File: src/hdl/xsd_pkg.sv
// constants and types for the extended stack instruction decoder
// assumes a core that presents one instruction word per cycle with a valid strobe
// Contract
// - all extended instructions and indexed offset mode stay off after reset and work only while the enable bit is set.
//   the core still executes the second word of a move when the enable bit drops after the first word.
// - exactly eight extra instructions are added, all but the working register call using the pointers.
// - opcode e8 with select 0..2 adds the 6-bit literal to that pointer in one cycle without flags.
// - opcode e8 with select 3 adds the literal to pointer two then returns, taking two cycles.
// - opcode e9 with select 0..2 subtracts the literal from that pointer in one cycle without flags.
// - opcode e9 with select 3 subtracts from pointer two then returns, two cycles, no flags.
// - word 0014 is a two-cycle call whose target low byte is the working register, no flags.
// - opcode ea stores the 8-bit literal at pointer two and decrements pointer two in one cycle.
// - opcode eb with bit 7 clear plus an f-prefixed word moves from pointer two plus offset to a 12-bit address in two cycles.
// - opcode eb with bit 7 set plus an f-prefixed word moves between two pointer-two-relative addresses.
// - the add or subtract and return forms load the counter from the return stack top and idle in the second cycle.
// - the working register call pushes the next address, then loads low byte from working register and high bytes from latches.
// - with the extension on, a byte instruction with access flag clear and address at most 5f is offset from pointer two.
`default_nettype none
package xsd_pkg;
  localparam int          PTR_W      = 12;
  localparam int          PC_W       = 21;
  localparam int          NUM_EXT    = 8;
  localparam logic [7:0]  OP_ADD     = 8'he8;
  localparam logic [7:0]  OP_SUB     = 8'he9;
  localparam logic [7:0]  OP_PUSH    = 8'hea;
  localparam logic [7:0]  OP_MOVS    = 8'heb;
  localparam logic [15:0] OP_WCALL   = 16'h0014;
  localparam logic [3:0]  SECOND_PFX = 4'hf;
  localparam logic [1:0]  SEL_RET    = 2'h3;
  localparam logic [7:0]  IDX_MAX    = 8'h5f;
  localparam logic [PTR_W-1:0] PTR_RST = 12'h000;
  typedef enum logic [3:0] {
    XSD_NONE  = 4'h0,
    XSD_ADD   = 4'h1,
    XSD_ADDR  = 4'h2,
    XSD_SUB   = 4'h3,
    XSD_SUBR  = 4'h4,
    XSD_WCALL    = 4'h5,
    XSD_PUSH     = 4'h6,
    XSD_MOVE_ABS = 4'h7,
    XSD_MOVE_IDX = 4'h8
  } xsd_op_t;
  typedef enum logic [1:0] {
    XSD_IDLE  = 2'h0,
    XSD_RET2  = 2'h1,
    XSD_MOVE2 = 2'h2
  } xsd_state_t;
endpackage : xsd_pkg
`default_nettype wire

File: src/hdl/xsd_core.sv
// execute logic for the eight extended instructions
// assumes one instruction word per cycle, the core holds its pipeline while busy is high
`default_nettype none
module xsd_core
  import xsd_pkg::*;
(
  input  wire logic                    clk_sys,
  input  wire logic                    srst,
  input  wire logic                    extension_enable_config_bit,
  input  wire logic                    instr_valid,
  input  wire logic [15:0]             instr,
  input  wire logic [PC_W-1:0]         pc_next,
  input  wire logic [PC_W-1:0]         return_stack_top,
  input  wire logic [7:0]              working_register,
  input  wire logic [7:0]              counter_high_latch,
  input  wire logic [4:0]              counter_upper_latch,
  input  wire logic                    byte_op,
  input  wire logic                    byte_access_bank,
  input  wire logic [7:0]              byte_file_addr,
  output logic                         ext_hit,
  output logic                         busy,
  output logic [PTR_W-1:0]             pointer0,
  output logic [PTR_W-1:0]             pointer1,
  output logic [PTR_W-1:0]             pointer_two,
  output logic                         pc_load,
  output logic [PC_W-1:0]              pc_value,
  output logic                         push_stack,
  output logic [PC_W-1:0]              push_value,
  output logic                         mem_rd,
  output logic [PTR_W-1:0]             mem_rd_addr,
  output logic                         mem_wr,
  output logic [PTR_W-1:0]             mem_wr_addr,
  output logic [7:0]                   mem_wr_data,
  input  wire logic [7:0]              mem_rd_data,
  output logic                         idx_active,
  output logic [PTR_W-1:0]             idx_addr
);
  xsd_op_t                op;
  xsd_state_t             state_ff, nxt_state;
  logic [PTR_W-1:0]       ptr_ff [3];
  logic [PTR_W-1:0]       nxt_ptr [3];
  logic [PTR_W-1:0]       src_ff, nxt_src;
  logic                   dst_idx_ff, nxt_dst_idx;
  logic [6:0]             soff_ff, nxt_soff;
  logic [PTR_W-1:0]       lit6;
  logic [1:0]             sel;
  logic                   second_ok;

  xsd_decode u_dec (
    .instr  (instr),
    .enable (extension_enable_config_bit),
    .op     (op)
  );

  assign lit6      = {6'h00, instr[5:0]};
  assign sel       = instr[7:6];
  assign second_ok = instr[15:12] == SECOND_PFX;
  assign busy      = state_ff != XSD_IDLE;
  assign ext_hit   = instr_valid && state_ff == XSD_IDLE && op != XSD_NONE;
  assign pointer0    = ptr_ff[0];
  assign pointer1    = ptr_ff[1];
  assign pointer_two = ptr_ff[2];
  // index mode uses the registered pointer, so an update this cycle is not seen: byte ops never coincide with ext ops
  assign idx_active = extension_enable_config_bit && byte_op && !byte_access_bank
                      && byte_file_addr <= IDX_MAX;
  assign idx_addr   = ptr_ff[2] + {4'h0, byte_file_addr};

  always_comb begin
    for (int i = 0; i < 3; i++) nxt_ptr[i] = ptr_ff[i];
    nxt_state   = state_ff;
    nxt_src     = src_ff;
    nxt_dst_idx = dst_idx_ff;
    nxt_soff    = soff_ff;
    pc_load     = 1'b0;
    pc_value    = return_stack_top;
    push_stack  = 1'b0;
    push_value  = pc_next;
    mem_rd      = 1'b0;
    mem_rd_addr = src_ff;
    mem_wr      = 1'b0;
    mem_wr_addr = ptr_ff[2];
    mem_wr_data = instr[7:0];
    unique case (state_ff)
      XSD_IDLE: begin
        if (ext_hit) begin
          unique case (op)
            XSD_ADD:  nxt_ptr[sel] = ptr_ff[sel] + lit6;
            XSD_SUB:  nxt_ptr[sel] = ptr_ff[sel] - lit6;
            XSD_ADDR: begin
              nxt_ptr[2] = ptr_ff[2] + lit6;
              pc_load    = 1'b1;
              nxt_state  = XSD_RET2;
            end
            XSD_SUBR: begin
              nxt_ptr[2] = ptr_ff[2] - lit6;
              pc_load    = 1'b1;
              nxt_state  = XSD_RET2;
            end
            XSD_WCALL: begin
              push_stack = 1'b1;
              pc_load    = 1'b1;
              pc_value   = {counter_upper_latch, counter_high_latch, working_register};
              nxt_state  = XSD_RET2;
            end
            XSD_PUSH: begin
              mem_wr     = 1'b1;
              nxt_ptr[2] = ptr_ff[2] - 12'h001;
            end
            default: begin
              nxt_src   = ptr_ff[2] + {5'h00, instr[6:0]};
              nxt_soff  = instr[6:0];
              nxt_dst_idx = op == XSD_MOVE_IDX;
              nxt_state = XSD_MOVE2;
            end
          endcase
        end
      end
      XSD_RET2: nxt_state = XSD_IDLE;
      XSD_MOVE2: begin
        // second word not carrying the f prefix is dropped rather than executed as garbage
        if (instr_valid) begin
          nxt_state = XSD_IDLE;
          if (second_ok) begin
            mem_rd      = 1'b1;
            mem_wr      = 1'b1;
            mem_wr_data = mem_rd_data;
            mem_wr_addr = dst_idx_ff ? ptr_ff[2] + {5'h00, instr[6:0]} : instr[11:0];
          end
        end
      end
      default: nxt_state = XSD_IDLE;
    endcase
  end

  always_ff @(posedge clk_sys) begin
    if (srst) begin
      for (int i = 0; i < 3; i++) ptr_ff[i] <= PTR_RST;
      state_ff <= XSD_IDLE;
      src_ff   <= PTR_RST;
      dst_idx_ff <= 1'b0;
      soff_ff  <= 7'h00;
    end else begin
      for (int i = 0; i < 3; i++) ptr_ff[i] <= nxt_ptr[i];
      state_ff <= nxt_state;
      src_ff   <= nxt_src;
      dst_idx_ff <= nxt_dst_idx;
      soff_ff  <= nxt_soff;
    end
  end

  // enable and reset
  chk_off_no_hit: assert property (@(posedge clk_sys) disable iff (srst)
    !extension_enable_config_bit |-> !ext_hit && !idx_active)
    else $error("ext active while disabled");
  chk_rst_state: assert property (@(posedge clk_sys)
    srst |=> state_ff == XSD_IDLE && ptr_ff[0] == PTR_RST && ptr_ff[1] == PTR_RST && ptr_ff[2] == PTR_RST)
    else $error("reset state wrong");

  // one-cycle forms: arithmetic wraps at 12 bits, there is no status path to disturb
  chk_add_one: assert property (@(posedge clk_sys) disable iff (srst)
    ext_hit && op == XSD_ADD && sel == 2'h0 |=>
      ptr_ff[0] == $past(ptr_ff[0]) + $past(lit6) && state_ff == XSD_IDLE)
    else $error("pointer add wrong");
  chk_sub_ptr: assert property (@(posedge clk_sys) disable iff (srst)
    ext_hit && op == XSD_SUB && sel == 2'h1 |=> ptr_ff[1] == $past(ptr_ff[1]) - $past(lit6))
    else $error("pointer subtract wrong");
  chk_one_cycle: assert property (@(posedge clk_sys) disable iff (srst)
    ext_hit && (op == XSD_ADD || op == XSD_SUB || op == XSD_PUSH) |=> !busy)
    else $error("one cycle form stalled");

  // return forms: pointer update and counter load share the first cycle, the second is idle
  chk_addr_two: assert property (@(posedge clk_sys) disable iff (srst)
    ext_hit && op == XSD_ADDR |-> pc_load ##1 busy ##1 !busy)
    else $error("add return not two cycles");
  chk_addr_ptr: assert property (@(posedge clk_sys) disable iff (srst)
    ext_hit && op == XSD_ADDR |=> ptr_ff[2] == $past(ptr_ff[2]) + $past(lit6))
    else $error("add return pointer wrong");
  chk_subr_ret: assert property (@(posedge clk_sys) disable iff (srst)
    ext_hit && op == XSD_SUBR |-> pc_load && pc_value == return_stack_top ##1 !pc_load)
    else $error("subtract return wrong");
  chk_subr_ptr: assert property (@(posedge clk_sys) disable iff (srst)
    ext_hit && op == XSD_SUBR |=> ptr_ff[2] == $past(ptr_ff[2]) - $past(lit6))
    else $error("subtract return pointer wrong");
  chk_ret_idle: assert property (@(posedge clk_sys) disable iff (srst)
    state_ff == XSD_RET2 |-> !ext_hit && !pc_load && !push_stack && !mem_wr && !mem_rd)
    else $error("second cycle not idle");
  chk_busy_hold: assert property (@(posedge clk_sys) disable iff (srst)
    busy |=> ptr_ff[0] == $past(ptr_ff[0]) && ptr_ff[1] == $past(ptr_ff[1]) && ptr_ff[2] == $past(ptr_ff[2]))
    else $error("pointer moved while busy");

  // call through the working register
  chk_wcall_two: assert property (@(posedge clk_sys) disable iff (srst)
    ext_hit && op == XSD_WCALL |-> pc_load ##1 busy ##1 !busy)
    else $error("call not two cycles");
  chk_wcall_tgt: assert property (@(posedge clk_sys) disable iff (srst)
    ext_hit && op == XSD_WCALL |-> push_stack && pc_value[7:0] == working_register
      && pc_value[15:8] == counter_high_latch && pc_value[20:16] == counter_upper_latch)
    else $error("call target wrong");
  chk_wcall_ret: assert property (@(posedge clk_sys) disable iff (srst)
    ext_hit && op == XSD_WCALL |-> push_value == pc_next)
    else $error("call return address wrong");

  // literal push onto the software stack
  chk_push_dec: assert property (@(posedge clk_sys) disable iff (srst)
    ext_hit && op == XSD_PUSH |-> mem_wr && mem_wr_addr == ptr_ff[2]
      ##1 ptr_ff[2] == $past(ptr_ff[2]) - 12'h001)
    else $error("push literal wrong");
  chk_push_data: assert property (@(posedge clk_sys) disable iff (srst)
    ext_hit && op == XSD_PUSH |-> mem_wr_data == instr[7:0])
    else $error("push data wrong");

  // two-word moves: read and write both happen in the second-word cycle
  chk_move_src: assert property (@(posedge clk_sys) disable iff (srst)
    state_ff == XSD_MOVE2 && instr_valid && second_ok |->
      mem_rd && mem_rd_addr == ptr_ff[2] + {5'h00, soff_ff})
    else $error("move source wrong");
  chk_move_dst: assert property (@(posedge clk_sys) disable iff (srst)
    state_ff == XSD_MOVE2 && !dst_idx_ff && instr_valid && second_ok |->
      mem_wr && mem_wr_addr == instr[11:0] && mem_wr_data == mem_rd_data)
    else $error("move destination wrong");
  chk_move_idx: assert property (@(posedge clk_sys) disable iff (srst)
    state_ff == XSD_MOVE2 && dst_idx_ff && instr_valid && second_ok |->
      mem_wr && mem_wr_addr == ptr_ff[2] + {5'h00, instr[6:0]} && mem_wr_data == mem_rd_data)
    else $error("indexed destination wrong");
  chk_move_drop: assert property (@(posedge clk_sys) disable iff (srst)
    state_ff == XSD_MOVE2 && instr_valid && !second_ok |-> !mem_wr && !mem_rd ##1 !busy)
    else $error("bad second word not dropped");

  // indexed offset mode for byte instructions
  chk_idx_addr: assert property (@(posedge clk_sys) disable iff (srst)
    idx_active |-> byte_file_addr <= IDX_MAX && idx_addr == ptr_ff[2] + {4'h0, byte_file_addr})
    else $error("indexed offset wrong");
  chk_idx_off: assert property (@(posedge clk_sys) disable iff (srst)
    byte_op && (byte_access_bank || byte_file_addr > IDX_MAX) |-> !idx_active)
    else $error("indexed offset outside range");

  cov_addr: cover property (@(posedge clk_sys) ext_hit && op == XSD_ADDR);
  cov_subr: cover property (@(posedge clk_sys) ext_hit && op == XSD_SUBR);
  cov_wcall: cover property (@(posedge clk_sys) ext_hit && op == XSD_WCALL);
  cov_move_idx: cover property (@(posedge clk_sys) state_ff == XSD_MOVE2 && dst_idx_ff && instr_valid);
  cov_push: cover property (@(posedge clk_sys) ext_hit && op == XSD_PUSH);
endmodule : xsd_core
`default_nettype wire

File: src/hdl/xsd_decode.sv
// pure opcode classifier for the extension
// gates the result with the enable input itself, so op is XSD_NONE while enable is low
`default_nettype none
module xsd_decode
  import xsd_pkg::*;
(
  input  wire logic [15:0]     instr,
  input  wire logic            enable,
  output var xsd_pkg::xsd_op_t op
);
  always_comb begin
    op = XSD_NONE;
    if (enable) begin
      if (instr == OP_WCALL) begin
        op = XSD_WCALL;
      end else begin
        unique case (instr[15:8])
          OP_ADD:  op = (instr[7:6] == SEL_RET) ? XSD_ADDR : XSD_ADD;
          OP_SUB:  op = (instr[7:6] == SEL_RET) ? XSD_SUBR : XSD_SUB;
          OP_PUSH: op = XSD_PUSH;
          OP_MOVS: op = instr[7] ? XSD_MOVE_IDX : XSD_MOVE_ABS;
          default: op = XSD_NONE;
        endcase
      end
    end
  end
endmodule : xsd_decode
`default_nettype wire

File: config.mk
export PLATFORM = sky130hd
export DESIGN_NAME = xsd_core
export DESIGN_NICKNAME = d
export VERILOG_FILES = /design/src/hdl/xsd_pkg.sv /design/src/hdl/xsd_core.sv /design/src/hdl/xsd_decode.sv
export SDC_FILE = /design/constraint.sdc
export NUM_CORES = 1
export LEC_CHECK = 0
export ABC_AREA = 1
export ABC_CLOCK_PERIOD_IN_PS = 4800
export BUFFER_PORTS_ARGS = -buffer_cell sky130_fd_sc_hd__buf_2
export CAP_MARGIN = 10
export CELL_PAD_IN_SITES_DETAIL_PLACEMENT = 1
export CELL_PAD_IN_SITES_GLOBAL_PLACEMENT = 1
export CORE_MARGIN = 5
export CORE_UTILIZATION = 34
export CTS_CLUSTER_SIZE = 20
export DETAILED_ROUTE_END_ITERATION = 16
export HOLD_SLACK_MARGIN = 0.1
export PLACE_DENSITY = 0.9
export SYNTH_ARGS = -nofsm -noshare
export SYNTH_HDL_FRONTEND = slang
export SYNTH_SLANG_ARGS = --single-unit
export TNS_END_PERCENT = 1
File: constraint.sdc
create_clock -name clk_sys -period 4.8 [get_ports clk_sys]
set_clock_uncertainty 0.1 [all_clocks]
set_input_delay 1.2 -clock clk_sys [delete_from_list [all_inputs] [get_ports clk_sys]]
set_output_delay 1.2 -clock clk_sys [all_outputs]
set_load 0.01 [all_outputs]
# Yosys cells after proc, flatten, opt, wreduce, memory -nomap -nowiden
# Memories as Yosys holds them, arrays and structs flattened.
# Index checks and enable logic that the tools add are counted.
[word_totals]
reg_bits = 15
ramBits = 36
inputBits = 101
out_inout_bits = 129
elab_cells = 98
n_memories = 1
[op_classes]
addsub = 7
magnitude_cmp = 3
n_eq_ne = 18
n_mux = 46
bitwise_logic = 5
reduce_logical = 15
[mem_list]
columns = ["name", "words", "word_bits", "rd", "rd_clocked_by_memory_dff", "write_ports", "line_no", "rtl"]
rows = [
  ["ptr_ff", 3, 12, 4, 0, 3, "xsd_core.sv:40", "logic [PTR_W-1:0] ptr_ff [3];"],
]
[op_table]
columns = ["op", "n"]
rows = [
  ["$mux 12", 8],
  ["$bwmux 36", 2],
  ["$mux 36", 2],
  ["$mux 21", 3],
  ["$pmux 12 s5", 1],
  ["$pmux 24 s2", 1],
  ["$eq 8x8->1 const B", 4],
  ["$add 12x6->12", 2],
  ["$demux 12 s2", 1],
  ["$mux 8", 3],
  ["$sub 12x6->12", 2],
  ["$eq 16x5->1 const B", 1],
  ["$pmux 4 s4", 1],
  ["$mux 1", 14],
  ["$add 12x7->12", 1],
  ["$add 12x8->12", 1],
  ["$eq 4x3->1 const B", 3],
  ["$mux 4", 3],
  ["$sub 12x1->12 const B", 1],
  ["$eq 4x2->1 const B", 2],
  ["$eq 4x4->1 const B", 2],
  ["$le 8x7->1 const B", 1],
  ["$pmux 2 s2", 2],
  ["$logic_and 1x1->1", 6],
  ["18 further kinds", 27],
]

# Depth between registers and ports, before layout
# Gate-level depths: netlist (run 1).
[logic_depth]
word_depth = 10
mapped_depth = 25

# Modules after synthesis
# Synthesis (run 1) repeated with hierarchy kept, for this count alone.
[unflattened]
hier_cells = 912
hier_area_um2 = 5844.4
[by_module_without_submodules]
columns = ["mod", "instances", "cells_each", "area_per_inst_um2", "seq_area_each_um2"]
rows = [
  ["xsd_core", 1, 859, 5571.6, 1021.0],
  ["xsd_decode", 1, 53, 272.8, 0.0],
]

# Worst setup path after synthesis (run 1)
# No wires, ideal clock.
[synth_timing]
kind = "input to output"
start = "in instr[1]"
end = "out pc_value[11]"
t_arrival_ns = 2.887
required_ns = 3.500
slack_ns = 0.613
cell_stages = 13
n_path_buf = 1
cell_sequence = "inv_1 -> ha_1 -> nand3_1 -> nor2_1 -> nand3_2 -> nand2_2 -> nor2_2 -> nand2_4 -> nand2_4 -> nor2_2 -> buf_2 -> nand2_1 -> nand2_1"
[synth_via]
elab_chain_cells = 7
word_cells_on_any_way = 9
cone_classes = "eq/ne (2); mux (5); reduce/logical (2)"
[synth_rtl]
columns = ["element", "line_no", "rtl"]
rows = [
  ["start, declared", "xsd_core.sv:11", "input wire logic [15:0] instr,"],
  ["$eq 16x5->1 (*)", "xsd_decode.sv:14", "if (instr == OP_WCALL) begin"],
  ["$mux 4 (*)", "xsd_decode.sv:14", ""],
  ["$mux 4 (*)", "xsd_decode.sv:13", "if (enable) begin"],
  ["$eq 4x3->1 / $reduce_bool 4->1 (equally long branches)", "xsd_core.sv:86, xsd_core.sv:59", ""],
  ["$mux 21 / $logic_and 1x1->1 (equally long branches)", "xsd_core.sv:86, xsd_core.sv:59", ""],
  ["$mux 21 (*)", "xsd_core.sv:85", "if (ext_hit) begin"],
  ["$mux 21 (*)", "xsd_core.sv:83", "unique case (state_ff)"],
  ["end, declared", "xsd_core.sv:26", "output logic [PC_W-1:0] pc_value,"],
]
# Mark *: on every way between the ends. The rest lies on a longest branch, timed or not.

# Final worst setup path (run 1)
[layout_timing]
start = "in instr[0]"
end = "out mem_wr_addr[10]"
[layout_via]
elab_chain_cells = 5
[layout_rtl]
columns = ["element", "line_no", "rtl"]
rows = [
  ["$add 12x7->12", "xsd_core.sv:127", "mem_wr_addr = dst_idx_ff ? ptr_ff[2] + {5'h00, instr[6:0]} : instr[11:0];"],
  ["$mux 12", "xsd_core.sv:127", ""],
  ["$mux 12", "xsd_core.sv:123", "if (second_ok) begin"],
  ["$mux 12", "xsd_core.sv:121", "if (instr_valid) begin"],
  ["$mux 12", "xsd_core.sv:83", ""],
  ["end, declared", "xsd_core.sv:32", "output logic [PTR_W-1:0] mem_wr_addr,"],
]
# Every way passes these cells.

==> key figures, run 1 <==
Clocking
  • Clk slew on worst S/H paths: 80 ps
  • CTS tree: done
  • Clock Path Buffers: 2
  • Num CTS Buffers: 5
  • H-tree depth: 2
  • Hold buffers post-CTS: 0
  • Clk_lat worst skew: between 300 and 400 ps
  • CTS Sinks: a little over 50
  • CTS Root Buffer Type: clkbuf_16

Power
  • Peak supply drop: approximately 0.00013 V
  • Final Power: between 0.001 and 0.0015 W
  • Pleak: 4.10 nW
  • Power Density: ~140 nW/um2

STA
  • Pins over their slew limit: 0
  • Worst Tran Pin Value: 780 ps
  • Fin. Hold Viols: 0
  • Min Tclk post-route: around 4600 ps
  • Total Negative Setup Slacks: 0 ps
  • Hold_ws: approximately 400 ps
  • RSZ-0062 raised after global routing: false
  • Fin crit share: approximately 96%
  • Max Clock Freq: 0.217 GHz
  • Final Setup Violations: 0
  • Slew margin rel.: approximately 48%

Floorplan
  • Initial Util: 34.7%
  • Core area: around 18000 um2
  • Site Rows: slightly below 50
  • # IOs: 230
  • Die X: around 150 um
  • Die H: 146 um
  • Die ar.: 21300 um2

Critical path
  • WS Path Type: in -> out
  • CP dominant cell by count: nand2_1
  • Worst-path fanout max: 5
  • Critical-path cell list: buf_2 -> ha_1 -> inv_1 -> fa_1 -> inv_1 -> nand3_1 -> nand2_1 -> nand4_1 -> o211ai_1 -> nand2_1 -> xor2_1 -> nand2_1 -> o211ai_1 -> o21ai_0 -> buf_2
  • CP Launch Type: input pin
  • CP max-delay cell: fa_1
  • Endpoint class of the critical path: output pin
  • Crit path DAT: about 3300 ps
  • Critical path's largest stage delay: 400 ps
  • Worst path required time: about 3500 ps

Global routing
  • Vias in the first global route: between 8000 and 9000
  • Tot GR Track Use: between 20% and 30%
  • Grt total ovfl: 0
  • First-pass GRT wire length: roughly 45 mm
  • Largest net degree at the start of global routing: just over 40
  • Antenna violations before repair: 0

Placement
  • GP Congestion: approximately 0.96
  • Instance area at placement: roughly 7300 um2
  • PortBufs: about 190
  • Post-DP HPWL: around 23 mm

Drt
  • Final wirelength: about 29 mm
  • Drt via density: 5.43
  • First-pass DRT Iterations: 5
  • DR WL/cell: approximately 19 um
  • DRT antenna net count: 0
  • 1st-iter DRT viols: 482
  • Post-route DRC: 0
  • Routed via count: 7980

Job
  • Max Cap Viol: 0

Cells and area
  • Fraction of layout cells with a size suffix above 1: between 20% and 30%
  • Layout Utilization: 41.5%
  • Final #Nets: roughly 1400
  • Layout fillers: about 2600
  • Diode count: 0
  • Register area: around 1000 um2
  • Design area: between 7000 and 8000 um2
  • Multi-input combinational cell area: between 4000 and 5000 um2
  • Area grow syn2layout: 19.8%

Logic synthesis
  • Synth Cell Area: about 6300 um2
  • Number of distinct library cells after synthesis: between 40 and 50
  • Yosys reg bits: just over 50
  • Post-Syn Nets: 1219
  • Syn. warnings: 0
  • EDFF count, synth: 0
  • Mapped Cells: around 1100
  • Synthesized area per cell: roughly 6 um2
  • Seq/Total Area, Yosys: 16.3%
  • Most used flip-flop cell after synthesis: dfxtp_1
  • FFs w/ async S/R, synth: 0%

Worst hold path
  • Hold Path Class: reg -> reg

Status
  • Status: complete, no violations
## worst max-delay path: cells and delay by family
| family | cells | cell delay (ps) |
|---|---|---|
| adders and majority gates | 2 | 590 |
| and+or+nand+nor | 5 | 480 |
| buffers and inverters | 4 | 430 |
| AOI/OAI and AO/OA | 3 | 420 |
| xor gates and xnor gates | 1 | 180 |
## logic make-up (layout without fill, tap and decap cells)
family | after synthesis | in the layout | share of synthesized area [%]
compound gates | 173 | 173 | 15.8
simple gates | 598 | 598 | 40.7
flops | 51 | 51 | 16.3
buf+inv | 170 | 337 | 12.5
fa+ha+maj | 44 | 44 | 9.38
xor+xnor | 38 | 38 | 5.31
## registers in the layout, indices dropped and copies added (netlist names)
name         flops
ptr_ff          36
dst_idx_ff       1
state_ff         2
mem_rd_addr     12
## Yosys cell counts, types with 12 or more instances
| master | n | area share, % |
|---|---|---|
| clkbuf_1 | 13 | 0.78 |
| nor2_1 | 154 | 9.2 |
| a21oi_1 | 44 | 3.5 |
| o21ai_0 | 74 | 5.9 |
| xor2_1 | 28 | 3.9 |
| inv_1 | 102 | 6.1 |
| ha_1 | 39 | 7.8 |
| buf_4 | 22 | 2.6 |
| dfxtp_1 | 51 | 16 |
| buf_2 | 13 | 1.0 |
| o211ai_1 | 12 | 1.4 |
| nand3_1 | 70 | 5.6 |
| nand2_1 | 317 | 19 |
| nand4_1 | 12 | 1.2 |
## worst paths after layout
| kind | from | end | slack, ps | depth (start not counted) |
|---|---|---|---|---|
| hold reg to reg | ptr_ff[1][5]$_SDFFE_PP0P_ | ptr_ff[1][5]$_SDFFE_PP0P_ | 410 | 2 |
| hold / removal | ptr_ff[1][5]$_SDFFE_PP0P_ | ptr_ff[1][5]$_SDFFE_PP0P_ | 410 | 2 |
| setup reg to reg | ptr_ff[2][5]$_SDFFE_PP0P_ | ptr_ff[1][8]$_SDFFE_PP0P_ | 1720 | 11 |
| setup / recovery | instr[0] | mem_wr_addr[10] | 190 | 15 |
## per-layer routing
metal  part of all wire [%]  track usage (%)  vias up
met5                      0                0        -
met4                    4.9             11.6        0
met3                    7.1             4.86       91
met2                     49             46.7      332
met1                     39             29.6     3790
li1                       -                -     3767
## final cells by class
class	instances	area share, %
multi-input combinational	853	59.5
timing repair buffer	214	15.2
sequential	51	13.6
inverter	115	5.88
tap	229	3.82
clock buffer	5	1.67
clock inverter	3	0.367
## per-stage QoR
step | setup slack [ps] | std cells
floorplan | 613 | 1074
global placement | 274 | 1460
detailed placement | 139 | 1460
CTS | 119 | 1468
global route | 17.4 | 1470
finish | 186 | 1470
## cells in the final DEF, fill, tap and decap left out, types with 3 or more instances in the layout
cell type  instances
dfxtp_1           51
and2_1             3
nand4_1           12
o21bai_1           6
nand2_2            6
o21ai_1            5
nor2_1           154
nand3_1           70
xor2_1            28
a31oi_1            4
nor2_2            10
o21a_1             4
xnor2_1           10
o211ai_1          12
nor3_1             8
clkbuf_16          5
o22ai_1            7
ha_1              38
nand3_2            6
inv_1            101
o21ai_0           74
buf_2            187
o31ai_1            3
inv_2              8
nand2_1          317
nor2_4             5
fa_1               5
buf_4             26
a21oi_1           44
clkinv_1           3
## power by group
| group | switching (W) | internal (W) | total [W] |
|---|---|---|---|
| clock network | 0.000210 | 0.000199 | 0.000409 |
| logic | 0.000143 | 0.0000821 | 0.000225 |
| registers | 0.0000000460 | 0.000423 | 0.000423 |
## timing repair
| item | in CTS | in global routing |
|---|---|---|
| buffers inserted | 0 | 2 |
| endpoints found under the setup margin | 0 | 21 |
| resized for setup | 0 | 3 |
Power figures use the tool's default switching activity.
==> run 2, diff against run 1 <==
Settings changed: CELL_PAD_IN_SITES_DETAIL_PLACEMENT 1 to not set, CELL_PAD_IN_SITES_GLOBAL_PLACEMENT 1 to not set, CORE_ASPECT_RATIO set to 0.9, CORE_UTILIZATION 34 to 30, PLACE_DENSITY 0.9 to 0.6.
==> run 2 against run 1 <==
Global-route usage decreased by 4.9 points. Critical path depth unchanged. Sequential cell count unchanged. Hold slack better by 5.6 ps. Setup slack about the same. Final cell count increased by 3.9%. Via count is 6.1% lower. Utilization down 4.9 points. Power down 1.0%. Maximum frequency about the same. Highest routed layer unchanged.
==> key figures, run 2 (synthesis gave the netlist of run 1 again) <==
Drt
  • DRT antenna net count: 0 (unchanged)
  • DR top layer: met4 (unchanged)
  • Met2 wire length: 11.9 mm (was 13.9 mm)
  • Routed via count: 7497 (was 7980)
  • Routed length on met3: 2.33 mm (was 2.02 mm)
  • Post-route DRC: 0 (unchanged)
  • 1st-iter DRT viols: 593 (was 482)
  • Final wirelength: 26.3 mm (was 28.6 mm)
  • DR WL/cell: 17.2 um (was 19.4 um)
  • Met1 WL: 11.4 mm (was 11.2 mm)
  • First-pass DRT Iterations: 5 (unchanged)
  • Drt via density: 4.91 (was 5.43)

Critical path
  • Worst path required time: 3500 ps (about the same)
  • CP max-delay cell: inv_1 (was fa_1)
  • Crit path DAT: 3310 ps (about the same)
  • Critical path's largest stage delay: 430 ps (was 400 ps)
  • Reg2reg start: ptr_ff[2][1]$_SDFFE_PP0P_ (was ptr_ff[2][5]$_SDFFE_PP0P_)
  • Reg2Reg Setup Slack: 1540 ps (was 1720 ps)
  • Worst setup path endpoint: pc_value[13] (was mem_wr_addr[10])
  • WS Path Type: in -> out (unchanged)
  • RR Endpoint: ptr_ff[1][8]$_SDFFE_PP0P_ (unchanged)
  • CP startpoint: instr[1] (was instr[0])
  • CP Launch Type: input pin (unchanged)
  • Worst-path fanout max: 21 (was 5)
  • Critical-path cell list: buf_2 -> inv_1 -> ha_1 -> nand3_1 -> nor2_1 -> nand3_2 -> nand2_2 -> nor2_2 -> nand2_4 -> nand2_4 -> nor2_2 -> inv_1 -> nand2_1 -> nand2_1 -> buf_2 (was buf_2 -> ha_1 -> inv_1 -> fa_1 -> inv_1 -> nand3_1 -> nand2_1 -> nand4_1 -> o211ai_1 -> nand2_1 -> xor2_1 -> nand2_1 -> o211ai_1 -> o21ai_0 -> buf_2)
  • Worst r2r path cells: 13 (was 11)
  • Endpoint class of the critical path: output pin (unchanged)

Global routing
  • Grt total ovfl: 0 (unchanged)
  • Antenna violations before repair: 0 (unchanged)
  • Largest net degree at the start of global routing: 37 (was 41)
  • First-pass GRT wire length: 39.0 mm (was 44.6 mm)
  • Tot GR Track Use: 21.0% (was 25.9%)
  • Vias in the first global route: 6849 (was 8291)

STA
  • Max Clock Freq: 0.217 GHz (about the same)
  • Hold_ws: 412 ps (was 406 ps)
  • Pins over their slew limit: 0 (unchanged)
  • Worst Tran Pin Value: 688 ps (was 780 ps)
  • Fin crit share: 96.1% (about the same)
  • Min Tclk post-route: 4610 ps (about the same)
  • Total Negative Setup Slacks: 0 ps (unchanged)
  • Fin. Hold Viols: 0 (unchanged)
  • RSZ-0062 raised after global routing: false (unchanged)
  • Final Setup Violations: 0 (unchanged)
  • Slew margin rel.: 54.1% (was 47.9%)

Placement
  • Post-DP HPWL: 21.5 mm (was 23.0 mm)
  • PortBufs: 187 (unchanged)
  • GP Congestion: 0.957 (about the same)

Clocking
  • CTS tree: done (unchanged)
  • Clock Path Buffers: 2 (unchanged)
  • Hold buffers post-CTS: 0 (unchanged)
  • Setup Fix Bufs, Post-CTS: 0 (unchanged)
  • H-tree depth: 2 (unchanged)
  • CTS Sinks: 51 (unchanged)
  • Clk_lat worst skew: 310 ps (was 320 ps)
  • CTS Root Buffer Type: clkbuf_16 (unchanged)
  • PostCTS Resize Cnt: 0 (unchanged)
  • Clk slew on worst S/H paths: 70 ps (was 80 ps)
  • Num CTS Buffers: 5 (unchanged)

Cells and area
  • Layout Utilization: 36.6% (was 41.5%)
  • Max reg flops: 36 (unchanged)
  • Biggest register: ptr_ff (unchanged)
  • Area grow syn2layout: 21.0% (was 19.8%)
  • Final #Nets: 1386 (was 1385)
  • Diode count: 0 (unchanged)
  • Most frequent cells in the layout: nand2_1 (317), buf_2 (187), nor2_1 (154) (unchanged)
  • Commonest non-fill, non-tap cell in the layout: nand2_1 (unchanged)
  • Fraction of layout cells with a size suffix above 1: 21.8% (was 21.9%)

Floorplan
  • Site Rows: 50 (was 49)
  • Initial Util: 30.3% (was 34.7%)
  • Core area: 20700 um2 (was 18100 um2)
  • Die X: 162 um (was 146 um)
  • Die ar.: 23900 um2 (was 21300 um2)
  • # IOs: 230 (unchanged)
  • Die H: 147 um (was 146 um)

Power
  • Switch Pwr: 0.000340 W (was 0.000353 W)
  • Pleak: 4.11 nW (was 4.10 nW)
  • Cell-internal power: 0.000706 W (was 0.000704 W)
  • Sw Ratio: 32.5% (was 33.4%)
  • Power Density: 138 nW/um2 (was 141 nW/um2)
  • Peak supply drop: 0.000134 V (was 0.000127 V)
  • Seq pwr share: 40.4% (was 40.0%)
  • Clock network fraction of design power: 38.2% (was 38.7%)
  • Part of the power in combinational logic: 21.3% (about the same)

Job
  • Max Cap Viol: 0 (unchanged)

Status
  • Status: complete, no violations (unchanged)

Worst hold path
  • Hold Path Class: reg -> reg (unchanged)
-- run 2: changes by cell type in the layout (fill, tap and decap cells not counted), sizes merged --
cell	change
clkinv	+1
buf	+1
clkinvlp	-1
-- run 2: worst min path at each step --
stage	from	end	slack, ps	cells after the start
after global placement	mem_rd_addr[10]$_SDFFE_PP0P_	mem_rd_addr[10]$_SDFFE_PP0P_	400	4
after detailed placement	mem_rd_addr[3]$_SDFFE_PP0P_	mem_rd_addr[3]$_SDFFE_PP0P_	400	4
after floorplan	state_ff[0]$_SDFFE_PP0P_	state_ff[1]$_SDFFE_PP0P_	390	3
after global routing	ptr_ff[0][6]$_SDFFE_PP0P_	ptr_ff[0][6]$_SDFFE_PP0P_	440	2
after CTS	mem_rd_addr[3]$_SDFFE_PP0P_	mem_rd_addr[3]$_SDFFE_PP0P_	410	4
final	mem_rd_addr[3]$_SDFFE_PP0P_	mem_rd_addr[3]$_SDFFE_PP0P_	410	4
-- run 2: per-layer routing --
layer,GRT usage (%),vias up
met1,28.1,3358
met2,34.7,322
li1,-,3780
met4,5.96,0
met3,3.56,37
met5,0,-
-- run 2: cell type report --
| cell class | instances | area [um2] |
|---|---|---|
| clock buffer | 5 | 125 |
| clock inverter | 3 | 28.8 |
| fill | 2278 | 13100 |
| inverter | 115 | 442 |
| multi-input combinational | 853 | 4460 |
| sequential | 51 | 1020 |
| tap | 286 | 358 |
| timing repair buffer | 215 | 1150 |
-- run 2: worst max-delay path, delay by kind of cell --
family                   cells  cell delay, ps
AND/OR/NAND/NOR             10            1100
buffers and inverters        4             790
adder cells (fa/ha/maj)      1             210
-- run 2: power groups by stage --
stage          logic [W]  clock network, W  registers [W]
5_1_grt         0.000244          0.000423       0.000423
6_report        0.000223          0.000400       0.000423
2_1_floorplan   0.000133                 0       0.000433
3_3_place_gp    0.000220                 0       0.000433
3_5_place_dp    0.000220                 0       0.000433
4_1_cts         0.000222          0.000408       0.000423
-- run 2: per-stage QoR --
stage | cell area, um2 | std cells | total power, W | setup WS [ps]
6_report | 7580 | 1528 | 0.00105 | 186
5_1_grt | 7580 | 1528 | 0.00109 | 1.98
4_1_cts | 7580 | 1528 | 0.00105 | 197
3_5_place_dp | 7430 | 1520 | 0.000653 | 206
3_3_place_gp | 7430 | 1520 | 0.000653 | 235
2_1_floorplan | 6270 | 1074 | 0.000566 | 613
